<file path="config.mk">
export PLATFORM = sky130hd
export DESIGN_NAME = lsl_loader
export DESIGN_NICKNAME = d
export VERILOG_FILES = /design/src/rtl/lsl_pkg.sv /design/src/rtl/lsl_loader.sv /design/src/rtl/lsl_sync.sv
export SDC_FILE = /design/constraint.sdc
export NUM_CORES = 1
export LEC_CHECK = 0
export ABC_CLOCK_PERIOD_IN_PS = 3500
export BUFFER_PORTS_ARGS = -buffer_cell sky130_fd_sc_hd__buf_2
export CORE_MARGIN = 5
export CORE_UTILIZATION = 50
export CTS_CLUSTER_DIAMETER = 150
export DETAILED_ROUTE_END_ITERATION = 7
export PLACE_DENSITY = 0.81
export SLEW_MARGIN = 10
export SYNTH_ARGS = -nofsm -noshare
export SYNTH_HDL_FRONTEND = slang
export SYNTH_SLANG_ARGS = --single-unit
</file>
<file path="constraint.sdc">
create_clock -name core_clk -period 3.5 [get_ports core_clk]
set_input_delay 0.7 -clock core_clk [delete_from_list [all_inputs] [get_ports core_clk]]
set_output_delay 0.7 -clock core_clk [all_outputs]
set_load 0.02 [all_outputs]
</file>
<file path="src/rtl/lsl_pkg.sv">
// Package of constants for the length selected serial loader.
// Assumes a single core clock domain; serial pins are sampled, not used as clocks.
package lsl_pkg;
  // Register widths
  localparam int unsigned CFG_W = 8;
  localparam int unsigned FBD_W = 16;
  localparam int unsigned REFD_W = 15;
  // Shift path holds the longest useful word; the half stage is a separate bit
  localparam int unsigned SHIFT_W = 16;
  localparam int unsigned CNT_W = 6;
  // Clock counts that pick a destination
  localparam logic [5:0] CNT_CFG = 6'h08;
  localparam logic [5:0] CNT_FBD = 6'h10;
  localparam logic [5:0] CNT_REF_SHORT = 6'h0f;
  localparam logic [5:0] CNT_REF_LONG = 6'h18;
  localparam logic [5:0] CNT_RST_FIRST = 6'h04;
  localparam logic [5:0] CNT_RST_SECOND = 6'h05;
  localparam logic [5:0] CNT_MAX = 6'h20;
  // Reset values of the port registers
  localparam logic [7:0] CFG_RESET = 8'h00;
  localparam logic [15:0] FBD_RESET = 16'h0000;
  localparam logic [14:0] REFD_RESET = 15'h0000;
  // Input synchroniser length
  localparam int unsigned SYNC_W = 3;
  // Port sequence states
  typedef enum logic [1:0] {
    LSL_IDLE = 2'b00,
    LSL_SHIFT = 2'b01,
    LSL_LOST = 2'b11
  } lsl_state_type;
endpackage

</file>
<file path="src/rtl/lsl_loader.sv">
// Serial load port: shifts a host bit stream in and commits it by stream length.
// Assumes serial clock, data and select arrive asynchronously and are far slower than core_clk.
`timescale 1ns/1ps
`default_nettype none
module lsl_loader (
  input wire logic core_clk,
  input wire logic resetn,
  input wire logic serial_clk,
  input wire logic serial_in,
  input wire logic port_select_n,
  output logic serial_out,
  output logic serial_out_en,
  output logic [7:0] configuration_word,
  output logic [15:0] feedback_divider_word,
  output logic [14:0] reference_divider_word,
  output logic feedback_load,
  output logic device_reinit
);
  typedef struct packed {
    lsl_pkg::lsl_state_type state;
    logic [lsl_pkg::SHIFT_W-1:0] shift;
    logic half_stage;
    logic [lsl_pkg::CNT_W-1:0] count;
    logic overflow;
    logic clk_prev;
    logic sel_prev;
    logic reset_armed;
    logic [7:0] cfg;
    logic [15:0] fbd;
    logic [14:0] refd;
    logic fbd_load;
    logic reinit;
    logic out_en;
  } lsl_state_vec_type;

  // Where a released frame goes, decided by its length and, for a five-clock frame, by the arm left by a four-clock frame
  typedef enum logic [2:0] {
    LSL_TO_NONE = 3'h0,
    LSL_TO_CFG = 3'h1,
    LSL_TO_FBD = 3'h2,
    LSL_TO_REF = 3'h3,
    LSL_TO_ARM = 3'h4,
    LSL_TO_INIT = 3'h5
  } lsl_dest_type;

  lsl_state_vec_type st;
  lsl_state_vec_type next_st;
  logic [1:0] rst_sync;
  logic rst_n;
  // Filtered pin levels
  logic clk_s;
  logic din_s;
  logic sel_n_s;
  // Edges seen on the filtered levels
  logic clk_rise;
  logic clk_fall;
  logic sel_fall;
  logic sel_rise;
  // Destination of the frame now held in the shift path
  lsl_dest_type commit_dest;

  // True when a count is exactly the given value
  function automatic logic lsl_count_is(input logic [5:0] cnt, input logic [5:0] want);
    lsl_count_is = (cnt == want);
  endfunction

  // True on a low to high step between two samples
  function automatic logic lsl_rose(input logic now, input logic prev);
    lsl_rose = now && !prev;
  endfunction

  // True on a high to low step between two samples
  function automatic logic lsl_fell(input logic now, input logic prev);
    lsl_fell = !now && prev;
  endfunction

  // Next clock count; it stops at the top so that long frames stay refused
  function automatic logic [5:0] lsl_count_step(input logic [5:0] cnt);
    if (cnt == lsl_pkg::CNT_MAX) begin
      lsl_count_step = cnt;
    end else begin
      lsl_count_step = cnt + 6'h01;
    end
  endfunction

  // Move one bit into the bottom of the shift path
  function automatic logic [15:0] lsl_shift_in(input logic [15:0] sh, input logic bit_in);
    lsl_shift_in = {sh[lsl_pkg::SHIFT_W-2:0], bit_in};
  endfunction

  // Configuration slice; bit zero is always the last bit shifted in
  function automatic logic [7:0] lsl_cfg_of(input logic [15:0] sh);
    lsl_cfg_of = sh[lsl_pkg::CFG_W-1:0];
  endfunction

  // Feedback divider slice, the whole shift path
  function automatic logic [15:0] lsl_fbd_of(input logic [15:0] sh);
    lsl_fbd_of = sh[lsl_pkg::FBD_W-1:0];
  endfunction

  // Reference slice; a long frame drops its leading bits here
  function automatic logic [14:0] lsl_ref_of(input logic [15:0] sh);
    lsl_ref_of = sh[lsl_pkg::REFD_W-1:0];
  endfunction

  // Map a clock count to its destination; a frame past the top goes nowhere
  function automatic lsl_dest_type lsl_dest_of(
    input logic [5:0] cnt,
    input logic ovf,
    input logic armed
  );
    lsl_dest_type dest;
    dest = LSL_TO_NONE;
    if (ovf) begin
      dest = LSL_TO_NONE;
    end else if (lsl_count_is(cnt, lsl_pkg::CNT_CFG)) begin
      dest = LSL_TO_CFG;
    end else if (lsl_count_is(cnt, lsl_pkg::CNT_FBD)) begin
      dest = LSL_TO_FBD;
    end else if (lsl_count_is(cnt, lsl_pkg::CNT_REF_SHORT)) begin
      dest = LSL_TO_REF;
    end else if (lsl_count_is(cnt, lsl_pkg::CNT_REF_LONG)) begin
      dest = LSL_TO_REF;
    end else if (lsl_count_is(cnt, lsl_pkg::CNT_RST_FIRST)) begin
      dest = LSL_TO_ARM;
    end else if (lsl_count_is(cnt, lsl_pkg::CNT_RST_SECOND) && armed) begin
      dest = LSL_TO_INIT;
    end else begin
      dest = LSL_TO_NONE;
    end
    lsl_dest_of = dest;
  endfunction

  // Reset release through two flip-flops
  always_ff @(posedge core_clk or negedge resetn) begin
    if (!resetn) begin
      rst_sync <= 2'h0;
    end else begin
      rst_sync <= {rst_sync[0], 1'b1};
    end
  end
  assign rst_n = rst_sync[1];

  // Pin synchronisers: serial clock pin
  lsl_sync u_sync_clk (
    .core_clk(core_clk),
    .rst_n(rst_n),
    .pin_in(serial_clk),
    .level(clk_s)
  );
  // Serial data pin
  lsl_sync u_sync_din (
    .core_clk(core_clk),
    .rst_n(rst_n),
    .pin_in(serial_in),
    .level(din_s)
  );
  // Select pin
  lsl_sync u_sync_sel (
    .core_clk(core_clk),
    .rst_n(rst_n),
    .pin_in(port_select_n),
    .level(sel_n_s)
  );

  // Serial clock edges on the filtered level
  assign clk_rise = lsl_rose(clk_s, st.clk_prev);
  assign clk_fall = lsl_fell(clk_s, st.clk_prev);

  // Select edges; the previous sample resets low like the filter, so no false frame opens after reset
  assign sel_fall = lsl_fell(sel_n_s, st.sel_prev);
  assign sel_rise = lsl_rose(sel_n_s, st.sel_prev);

  // Destination picked from the length shifted so far
  assign commit_dest = lsl_dest_of(st.count, st.overflow, st.reset_armed);

  // Port sequencing, shifting and commit
  always_comb begin
    next_st = st;
    next_st.clk_prev = clk_s;
    next_st.sel_prev = sel_n_s;
    next_st.fbd_load = 1'b0;
    next_st.reinit = 1'b0;
    case (st.state)
      lsl_pkg::LSL_IDLE: begin
        // Held initialised while deselected; resync needs clock low
        next_st.count = '0;
        next_st.overflow = 1'b0;
        next_st.shift = '0;
        next_st.half_stage = 1'b0;
        next_st.out_en = 1'b0;
        if (sel_fall) begin
          // Select dropped with the clock high leaves the port out of step
          if (clk_s) begin
            next_st.state = lsl_pkg::LSL_LOST;
          end else begin
            next_st.state = lsl_pkg::LSL_SHIFT;
            next_st.out_en = 1'b1;
          end
        end
      end
      lsl_pkg::LSL_SHIFT: begin
        // Every bit is data, shifted in MSB first on rising clock
        if (clk_rise) begin
          next_st.shift = lsl_shift_in(st.shift, din_s);
          // Count each rising clock; past the top the frame is refused
          if (st.count == lsl_pkg::CNT_MAX) begin
            next_st.overflow = 1'b1;
          end
          next_st.count = lsl_count_step(st.count);
        end
        // Half stage presents the top bit on the falling clock
        if (clk_fall) begin
          next_st.half_stage = st.shift[lsl_pkg::SHIFT_W-1];
        end
        if (sel_rise) begin
          // Commit only at release, chosen by length and the reset arm
          next_st.state = lsl_pkg::LSL_IDLE;
          next_st.out_en = 1'b0;
          next_st.reset_armed = 1'b0;
          case (commit_dest)
            LSL_TO_CFG: begin
              next_st.cfg = lsl_cfg_of(st.shift);
            end
            LSL_TO_FBD: begin
              next_st.fbd = lsl_fbd_of(st.shift);
              next_st.fbd_load = 1'b1;
            end
            LSL_TO_REF: begin
              next_st.refd = lsl_ref_of(st.shift);
            end
            LSL_TO_ARM: begin
              next_st.reset_armed = 1'b1;
            end
            LSL_TO_INIT: begin
              next_st.reinit = 1'b1;
              next_st.cfg = lsl_pkg::CFG_RESET;
              next_st.fbd = lsl_pkg::FBD_RESET;
              next_st.refd = lsl_pkg::REFD_RESET;
            end
            default: begin
              // Remaining counts load nothing
              next_st.reinit = 1'b0;
            end
          endcase
        end
      end
      lsl_pkg::LSL_LOST: begin
        // Out of step until select high and clock low
        next_st.out_en = 1'b0;
        if (sel_n_s && !clk_s) begin
          next_st.state = lsl_pkg::LSL_IDLE;
        end
      end
      default: begin
        // Unused code returns to idle
        next_st.state = lsl_pkg::LSL_IDLE;
      end
    endcase
  end

  // State registers
  always_ff @(posedge core_clk or negedge rst_n) begin
    if (!rst_n) begin
      st <= '0;
      st.cfg <= lsl_pkg::CFG_RESET;
      st.fbd <= lsl_pkg::FBD_RESET;
      st.refd <= lsl_pkg::REFD_RESET;
    end else begin
      st <= next_st;
    end
  end

  // Outputs straight from state
  assign serial_out = st.half_stage;
  assign serial_out_en = st.out_en;
  assign configuration_word = st.cfg;
  assign feedback_divider_word = st.fbd;
  assign reference_divider_word = st.refd;
  assign feedback_load = st.fbd_load;
  assign device_reinit = st.reinit;
endmodule
`default_nettype wire

</file>
<file path="src/rtl/lsl_sync.sv">
// Three stage input synchroniser with an agreement filter.
// Assumes the input is asynchronous to core_clk.
`timescale 1ns/1ps
`default_nettype none
module lsl_sync (
  input wire logic core_clk,
  input wire logic rst_n,
  input wire logic pin_in,
  output logic level
);
  typedef struct packed {
    logic [lsl_pkg::SYNC_W-1:0] stage;
    logic level;
  } lsl_sync_state_type;
  lsl_sync_state_type st;
  lsl_sync_state_type next_st;

  // Shift the pin through; accept a change once the later two agree
  always_comb begin
    next_st = st;
    next_st.stage = {st.stage[lsl_pkg::SYNC_W-2:0], pin_in};
    if (st.stage[1] == st.stage[2]) begin
      next_st.level = st.stage[2];
    end
  end

  // Registers
  always_ff @(posedge core_clk or negedge rst_n) begin
    if (!rst_n) begin
      st <= '0;
    end else begin
      st <= next_st;
    end
  end

  assign level = st.level;
endmodule
`default_nettype wire

</file>
Word level (Yosys, flattened, before mapping)
Index checks and enable logic that the tools add are counted.
- register bits after elaboration: 85
- output and inout port bits: 43
- add/subtract/negate cells: 1
- equality and inequality tests: 24
- multiplexer cells: 29
- reductions and logical operators: 26
- operators with widths (operator ; count):
    $pmux 24 s2 ; 1
    $pmux 16 s2 ; 1
    $pmux 15 s2 ; 1
    $mux 3 ; 8
    $reduce_and 3->1 ; 6
    $mux 16 ; 1
    $pmux 8 s2 ; 1
    $ne 2x2->1 const B ; 7
    $eq 6x3->1 const B ; 2
    $eq 6x4->1 const B ; 2
    $eq 6x5->1 const B ; 2
    $mux 2 ; 5
    $reduce_and 2->1 ; 4
    $reduce_bool 2->1 ; 4
    $mux 1 ; 7
    $mux 7 ; 1
    $add 6x1->6 const B ; 1
    $eq 3x2->1 const B ; 2
    $eq 3x3->1 const B ; 2
    $eq 6x6->1 const B ; 1
    $logic_and 1x1->1 ; 6
    $mux 6 ; 1
    $pmux 2 s3 ; 1
    $logic_not 1->1 ; 4
    7 further kinds ; 9

Longest topological paths before layout
Gate-level depths: netlist of the first run.
- word-level depth: 13
- gate-level depth with buffers: 9
- gate-level depth less buffers: 7

Hierarchy
A second synthesis of the first run with hierarchy kept.
- cell total of the unflattened synthesis: 297
- area total of the unflattened synthesis: 3636.0 um2
- modules (own cells, without submodules) (module ; times used ; cells each ; area an instance (um2) ; seq. area each (um2)):
    lsl_loader ; 1 ; 282 ; 3301.9 ; 1826.8
    lsl_sync ; 3 ; 5 ; 111.4 ; 100.1

Worst setup path before layout of the first run
No wires, ideal clock.
- path type: flip-flop to flip-flop
- start point: register st[46] (netlist name)
- end point: register st, in the netlist reference_divider_word[10]
- setup time: 0.125 ns
- arrival: 2.167 ns
- slack: 1.208 ns
- cell stages (with the launch flop): 10
- path buffers: 2
- clock period less this slack: 2.292 ns
- cell sequence: dfrtp_1 inv_1 ha_1 buf_6 nor3b_4 a31oi_2 o2111ai_2 a211oi_4 buf_12 mux2_4
- longest elaborated chain between the ends: 12
- elaborated cells on any way between the ends: 19
- classes of those cells: eq/ne (8); mux (8); reduce/logical (3)
- RTL lines (item ; line ; text):
    start: declaration ; lsl_loader.sv:46 ; lsl_state_vec_type st;
    start signal: assignment ; lsl_loader.sv:270 ; st <= next_st;
    $eq 6x3->1 ; lsl_loader.sv:64 ; lsl_count_is = (cnt == want);
    $logic_and 1x1->1 ; lsl_loader.sv:126 ; end else if (lsl_count_is(cnt, lsl_pkg::CNT_RST_SECOND) && armed) begin
    $mux 3 ; lsl_loader.sv:126 ;
    $mux 3 ; lsl_loader.sv:124 ; end else if (lsl_count_is(cnt, lsl_pkg::CNT_RST_FIRST)) begin
    $mux 3 ; lsl_loader.sv:122 ; end else if (lsl_count_is(cnt, lsl_pkg::CNT_REF_LONG)) begin
    $mux 3 ; lsl_loader.sv:120 ; end else if (lsl_count_is(cnt, lsl_pkg::CNT_REF_SHORT)) begin
    $mux 3 ; lsl_loader.sv:118 ; end else if (lsl_count_is(cnt, lsl_pkg::CNT_FBD)) begin
    $mux 3 (*) ; lsl_loader.sv:116 ; end else if (lsl_count_is(cnt, lsl_pkg::CNT_CFG)) begin
    $mux 3 (*) ; lsl_loader.sv:114 ; if (ovf) begin
    $eq 3x3->1 / $eq 3x2->1 (equally long branches) ; lsl_loader.sv:221 ; case (commit_dest)
    $reduce_bool 2->1 (no line) ; n/a ;
    $reduce_and 3->1 (no line) ; n/a ;
Mark *: on every way between the ends. The rest lies on a longest branch, timed or not.
A chain may end at the register's enable or synchronous reset.

Worst setup path after layout of the first run
- start point: register st[46] (netlist name)
- end point: register st, in the netlist reference_divider_word[13]
The elaborated chain is that of the path after synthesis.

==> flow_summary.json, run 1 <==
{
  "outcome": "completed",
  "holdBufCountCts": 0,
  "cellLeakagePower_nw": 2.12,
  "synth.area.mux_share_pct": 13.0,
  "grt_overflow_total": 0,
  "numCtsBuffers": 9,
  "period_share_pct": 76.4,
  "antenna_cells": 0,
  "ir_worst_vdd_mv": 0.292,
  "yosysWarningCount": 0,
  "worstMarginPinSlew_ps": 1120,
  "die_x_um": 98.5,
  "cts_buffer_depth": 2,
  "p_total_mw": 2.04,
  "post_cts_buffers": 0,
  "cts-root-buf": "clkbuf_8",
  "cap_violations": 0,
  "worst_ep_required_time_ps": 3740,
  "syn_avg_cell_area_um2": 12.9,
  "num_io_pins": 48,
  "layout_commonest_cell": "dfrtp_1",
  "max-slew-margin-rel_pct": 24.8,
  "power_per_cell_area_nw_per_um2": 495,
  "routed_wl_um": 6420,
  "clock-sinks": 85,
  "routed_via_density": 5.24,
  "regArea_um2": 2130,
  "grt_max_degree": 84,
  "slowest_stage": "a211oi_4",
  "fin_worst_skew_ps": 11.0,
  "synthTopCellsByArea": "dfrtp_1 (54%), buf_4 (7.9%), mux2_4 (7.3%), mux2_2 (5.5%), a22o_1 (3.6%)",
  "endpoint_kind": "register",
  "synthAdderAreaFrac_pct": 1.72,
  "max_freq_ghz": 0.374,
  "synth_top_area_share_pct": 54.3,
  "setup_tns_ps": 0,
  "first_pass_iters": 4,
  "timing.critical_path.buf_inv": 2,
  "final_area_um2": 4120,
  "drive_gt1_share_pct": 35.2,
  "crit_type": "register to register",
  "place_area_um2": 3910,
  "avgRoutedWirePerCell_um": 15.4,
  "rows": 32,
  "clkLatencyLatePin_ps": 360,
  "yosysTopAreaCell": "dfrtp_1",
  "cts_resized": 0,
  "multiInputGateArea_um2": 1380,
  "rsz0062_at_grt": "false",
  "synth_top_family_by_area": "multiplexers",
  "hold_viol": 0,
  "max_stage_delay_ps": 500,
  "place_ws_ps": 821,
  "syn2layout_area_growth_pct": 5.17,
  "grt_pass1_wl_um": 11100,
  "clkTransAtPathRegs_ps": 90,
  "reg2reg_from": "st[46]",
  "cts_tree": "built",
  "ys.flop_type": "dfrtp_1",
  "critPathLaunchType": "register",
  "start_util_pct": 51.0,
  "slew_violations": 0,
  "coreArea_um2": 7690,
  "netlist_instances": 303,
  "dp_hpwl_um": 4370,
  "min_period_ps": 2670,
  "synth_xor_area_share_pct": 0.670,
  "first_iter_violations": 80,
  "synthesis.area_um2": 3920,
  "setup_slack_ps": 827,
  "globalplace.congestion": 0.859,
  "crit_fanout": 9,
  "synth-edff-count": 0,
  "worst_ep_arrival_time_ps": 2920,
  "h-tree-depth": 3,
  "die_h_um": 98.5,
  "grt_usage_pct": 14.4,
  "syn_nets": 311,
  "crit_chain": "inv_1, ha_1, nor3b_4, a31oi_2, o2111ai_2, a211oi_4, buf_4, mux2_4",
  "dp.cells": 402,
  "synth_cell_type_count": 48,
  "antenna_found_initial": 0,
  "final_cells": 417,
  "synthArstFlopShare_pct": 100,
  "setup-violations-final": 0,
  "yosys.area_share.simple_pct": 10.5,
  "n_fill_cell": 649,
  "placement.io_buffers": 47,
  "cp-startpoint": "st[46]",
  "grt_pass1_vias": 2254,
  "vias": 2186,
  "critPathTopFamily": "compound AO/OA/AOI/OAI gates",
  "final_cell_mix": "dfrtp_1 (84), buf_2 (47), mux2_2 (19), mux2_4 (19), and2_1 (18)",
  "drc_errors": 0,
  "dieArea_um2": 9710,
  "hp-class": "input port to asynchronous set/reset pin",
  "ys_seq_area_share_pct": 54.3,
  "synth_compound_area_share_pct": 9.16,
  "fin_nets": 319,
  "synth-seq-cells": 85,
  "ant_nets": 0
}
[stage by stage]
stage,hold slack (ps),util [%]
5_1_grt,76.6,53.6
3_5_place_dp,337,50.8
6_report,104,53.6
3_3_place_gp,334,50.8
2_1_floorplan,331,-
4_1_cts,88.6,53.6
[worst register-to-register path, stage by stage (launching register included)]
cell and delay, ps:
dfrtp_1 430, inv_1 70, ha_1 320, nor3b_4 210, a31oi_2 230, o2111ai_2 180, a211oi_4 500, buf_4 300
mux2_4 320
[cells in the mapped netlist (all sizes together) (3+ instances only)]
cell type and count:
and2 18, buf 47, nand4b 3, nor3b 3, nand3b 3, mux2 38
ha 3, clkbuf 4, nor2 16, nand2b 4, a22o 16, dfrtp 85
o21ai 6, maj3 3, a31oi 4, inv 7, a21oi 6, nand2 10
[path summary, 6_finish.rpt]
| check | cells after the start | end | slack, ps |
|---|---|---|---|
| worst max-delay path | 8 | reference_divider_word[13] | 830 |
| worst min-delay path | 1 | rst_sync[1] | 100 |
| worst max register to register | 8 | reference_divider_word[13] | 830 |
| worst min register to register | 0 | rst_sync[1] | 350 |
| max in group asynchronous | 0 | st[70] | 2320 |
| min in group core_clk | 0 | rst_sync[1] | 350 |
[where the power goes]
| group | switching [mW] | total, mW | internal, mW | leakage, nW |
|---|---|---|---|---|
| Combinational | 0.132 | 0.202 | 0.0704 | 0.863 |
| Sequential | 0.0650 | 1.08 | 1.02 | 1.15 |
| Clock | 0.341 | 0.759 | 0.418 | 0.109 |
| Total | 0.537 | 2.04 | 1.50 | 2.12 |
[flip-flops by register name, indices dropped and copies added, names as in the netlist]
| register | count |
|---|---|
| u_sync_din.st | 1 |
| reference_divider_word | 15 |
| device_reinit | 1 |
| u_sync_clk.st | 1 |
| serial_out | 1 |
| feedback_divider_word | 16 |
| rst_sync | 2 |
| configuration_word | 8 |
| u_sync_sel.level | 1 |
| u_sync_sel.next_st | 2 |
| u_sync_sel.st | 1 |
| u_sync_din.level | 1 |
| u_sync_din.next_st | 2 |
| serial_out_en | 1 |
| feedback_load | 1 |
| u_sync_clk.next_st | 2 |
| st | 28 |
| u_sync_clk.level | 1 |
[routing by layer]
| metal | share of wire [%] | vias to the layer above | track usage (%) |
|---|---|---|---|
| li1 | - | 1024 | - |
| met3 | 5.0 | 9 | 3.89 |
| met4 | 1.8 | 0 | 7.56 |
| met1 | 46 | 1104 | 18.6 |
| met2 | 47 | 49 | 22.3 |
| met5 | 0 | - | 0 |
[cell families (layout without fill, tap and decap cells)]
group,Yosys count,after routing
flops,85,85
fa+ha+maj,6,6
simple gates,68,68
buf+inv,58,70
other cells,1,1
xor+xnor,3,3
mux,39,39
compound gates,43,43
[final cells by class]
class                   instances  area share [%]
clock buffers                  11            3.43
clock inverters                 4            1.79
flip-flops and latches         85            51.7
repair buffers                 48            5.89
inverters                       7           0.638
well taps                     102            3.10
multi-input cells             160            33.5
Note: power is estimated with default switching activity, not from simulation.
==> run 2, diff against run 1 <==
ABC_AREA = 1   (was not set)
ABC_CLOCK_PERIOD_IN_PS = 2200   (was 3500)
PLACE_DENSITY = 0.84   (was 0.81)
clock period = 2.2 ns   (was 3.5 ns; I/O delays follow)
==> run 2 against run 1 <==
Net effect:
- via count rose by 26%
- count of clock-buffer cells in the layout fell by 2
- first-iteration DRC count rose to 2.8 times the previous value
- highest routed layer unchanged
- fmax rose by 36%
- power rose by 63%
- worst hold slack improved by 83 ps
- clock power rose by 59%
- final cell count rose by 29%
- setup slack got worse by 590 ps
- largest power group unchanged
- largest cell class unchanged
- final area rose by 1.9%
- synthesized area barely moved
- die area barely moved
==> flow_summary.json, run 2 <==
{
  "outcome": "completed",
  "syn_nets": 425,
  "synthesis.area_um2": 3920,
  "ys.flop_type": "dfrtp_1",
  "placement.io_buffers": 47,
  "hp-class": "input port to register",
  "grt_pass1_wl_um": 12800,
  "num_io_pins": 48,
  "coreArea_um2": 7690,
  "ir_worst_vdd_mv": 0.799,
  "rows": 32,
  "cap_violations": 0,
  "drc_errors": 0,
  "clock-sinks": 85,
  "hold_viol": 0,
  "drive_gt1_share_pct": 22.6,
  "layout_commonest_cell": "nand2_1",
  "synth-edff-count": 0,
  "routed_via_density": 5.12,
  "rsz0062_at_grt": "false",
  "max-slew-margin-rel_pct": 57.1,
  "fin_nets": 441,
  "netlist_instances": 417,
  "min_period_ps": 1960,
  "start_util_pct": 51.0,
  "slowest_stage": "dfrtp_1",
  "final_cell_mix": "nand2_1 (114), dfrtp_1 (84), buf_2 (47), inv_1 (40), nand4_1 (20)",
  "clkTransAtPathRegs_ps": 80,
  "p_total_mw": 3.33,
  "first_pass_iters": 4,
  "largest_reg_flops": 28,
  "worst_ep_arrival_time_ps": 2210,
  "avgRoutedWirePerCell_um": 13.7,
  "die_x_um": 98.5,
  "setup-violations-final": 0,
  "power_per_cell_area_nw_per_um2": 794,
  "clkLatencyLatePin_ps": 360,
  "worst_ep_required_time_ps": 2450,
  "synthTopCellsByCount": "nand2_1 (114), dfrtp_1 (85), buf_4 (41), inv_1 (40), nand4_1 (20)",
  "cellLeakagePower_nw": 2.28,
  "cts_tree": "built",
  "worstMarginPinSlew_ps": 643,
  "cts_resized": 0,
  "period_share_pct": 89.1,
  "synth_top_area_share_pct": 54.3,
  "dp_hpwl_um": 5360,
  "yosysWarningCount": 0,
  "routed_wl_um": 7380,
  "grt_usage_pct": 16.2,
  "die_h_um": 98.5,
  "regMostFlops": "st",
  "slew_violations": 0,
  "cts-root-buf": "clkbuf_8",
  "first_iter_violations": 225,
  "grt_overflow_total": 0,
  "h-tree-depth": 3,
  "synthTopCellsByArea": "dfrtp_1 (54%), nand2_1 (11%), buf_4 (7.9%), inv_1 (3.8%), nand4_1 (3.2%)",
  "grt_pass1_vias": 2698,
  "vias": 2764,
  "ant_nets": 0,
  "crit_chain": "inv_1, ha_1, nand3_1, nor2_2, nor2_4, nand2_4, nand2_2, nand2_1, nand2_2, nand2_1, nand2_1",
  "antenna_cells": 0,
  "ys_seq_area_share_pct": 54.3,
  "endpoint_kind": "register",
  "synth_cell_type_count": 36,
  "grt_max_degree": 53,
  "n_fill_cell": 704,
  "critPathLaunchType": "register",
  "fin_worst_skew_ps": 9.70,
  "syn2layout_area_growth_pct": 7.15,
  "crit_fanout": 16,
  "globalplace.congestion": 0.853,
  "crit_type": "register to register",
  "max_freq_ghz": 0.510,
  "cpMostUsedCell": "nand2_1",
  "max_stage_delay_ps": 430,
  "numCtsBuffers": 9,
  "cts_buffer_depth": 2,
  "synth-seq-cells": 85,
  "antenna_found_initial": 0,
  "yosysMostFrequentCell": "nand2_1",
  "syn_avg_cell_area_um2": 9.39,
  "synthArstFlopShare_pct": 100,
  "dieArea_um2": 9710,
  "setup_tns_ps": 0,
  "yosysTopAreaCell": "dfrtp_1"
}
-- run 2: layer usage --
layer  share of wire, %  track usage [%]  up-vias
met1                 44             21.0     1335
met5                  0                0        -
li1                   -                -     1331
met2                 47             25.6       84
met4                2.0             5.15        0
met3                6.4             5.73       14
-- run 2: path summary, 6_finish.rpt --
kind / cells after the start / endpoint / slack (ps) / startpoint
worst min register to register: 0 / st[67] / 360 / rst_sync[1]
max in group asynchronous: 1 / st[48] / 1210 / rst_sync[1]
min in group asynchronous: 0 / st[67] / 360 / rst_sync[1]
worst max register to register: 11 / feedback_divider_word[3] / 240 / st[46]
worst min-delay path: 1 / u_sync_din.next_st[2] / 190 / serial_in
worst max-delay path: 11 / feedback_divider_word[3] / 240 / st[46]
-- run 2: metrics by stage --
step	area (µm²)	hold slack, ps	utilization (%)	setup WS [ps]	cells
3_3_place_gp	3950	224	51.3	323	522
4_1_cts	4180	172	54.3	215	539
6_report	4200	187	54.6	239	540
5_1_grt	4200	163	54.6	42.6	540
3_5_place_dp	3950	227	51.3	236	522
2_1_floorplan	3920	144	-	487	417
-- run 2: critical path, delay by kind of cell (launching register included) --
family / cells / cell delay (ps)
adders and majority gates: 1 / 310
and+or+nand+nor: 9 / 1010
buffers and inverters: 1 / 110
DFF: 1 / 430
-- run 2: what timing repair did --
action | 4_1_cts | 5_1_grt
hold buffers | 1 | 0
endpoints found under the hold margin | 2 | 0
endpoints found under the setup margin | 0 | 1
buffers inserted | 0 | 1
-- run 2: cell families (layout without fill, tap and decap cells) --
logic type / Yosys count / count (layout) / share of synthesized area [%]
buffers and inverters: 96 / 117 / 14.5
flip-flops: 85 / 85 / 54.3
AND/OR/NAND/NOR: 182 / 182 / 22.2
AO/OA/AOI/OAI: 46 / 46 / 6.96
adder cells (fa/ha/maj): 6 / 6 / 1.72
XOR/XNOR: 1 / 1 / 0.224
other: 1 / 1 / 0.0957
-- run 2: layout make-up --
type | count | area (µm²) | share of cell area (%)
Sequential cell | 85 | 2130 | 50.8
Multi-Input combinational cell | 236 | 1220 | 29.1
Timing Repair Buffer | 57 | 325 | 7.75
Inverter | 44 | 169 | 4.02
Tap cell | 102 | 128 | 3.04
Clock buffer | 9 | 124 | 2.95
Clock inverter | 7 | 98.8 | 2.35
-- run 2: report_power, final --
part	leakage [nW]	switching [mW]	internal, mW
clock	0.110	0.567	0.645
combinational	1.03	0.312	0.119
sequential	1.14	0.0663	1.62
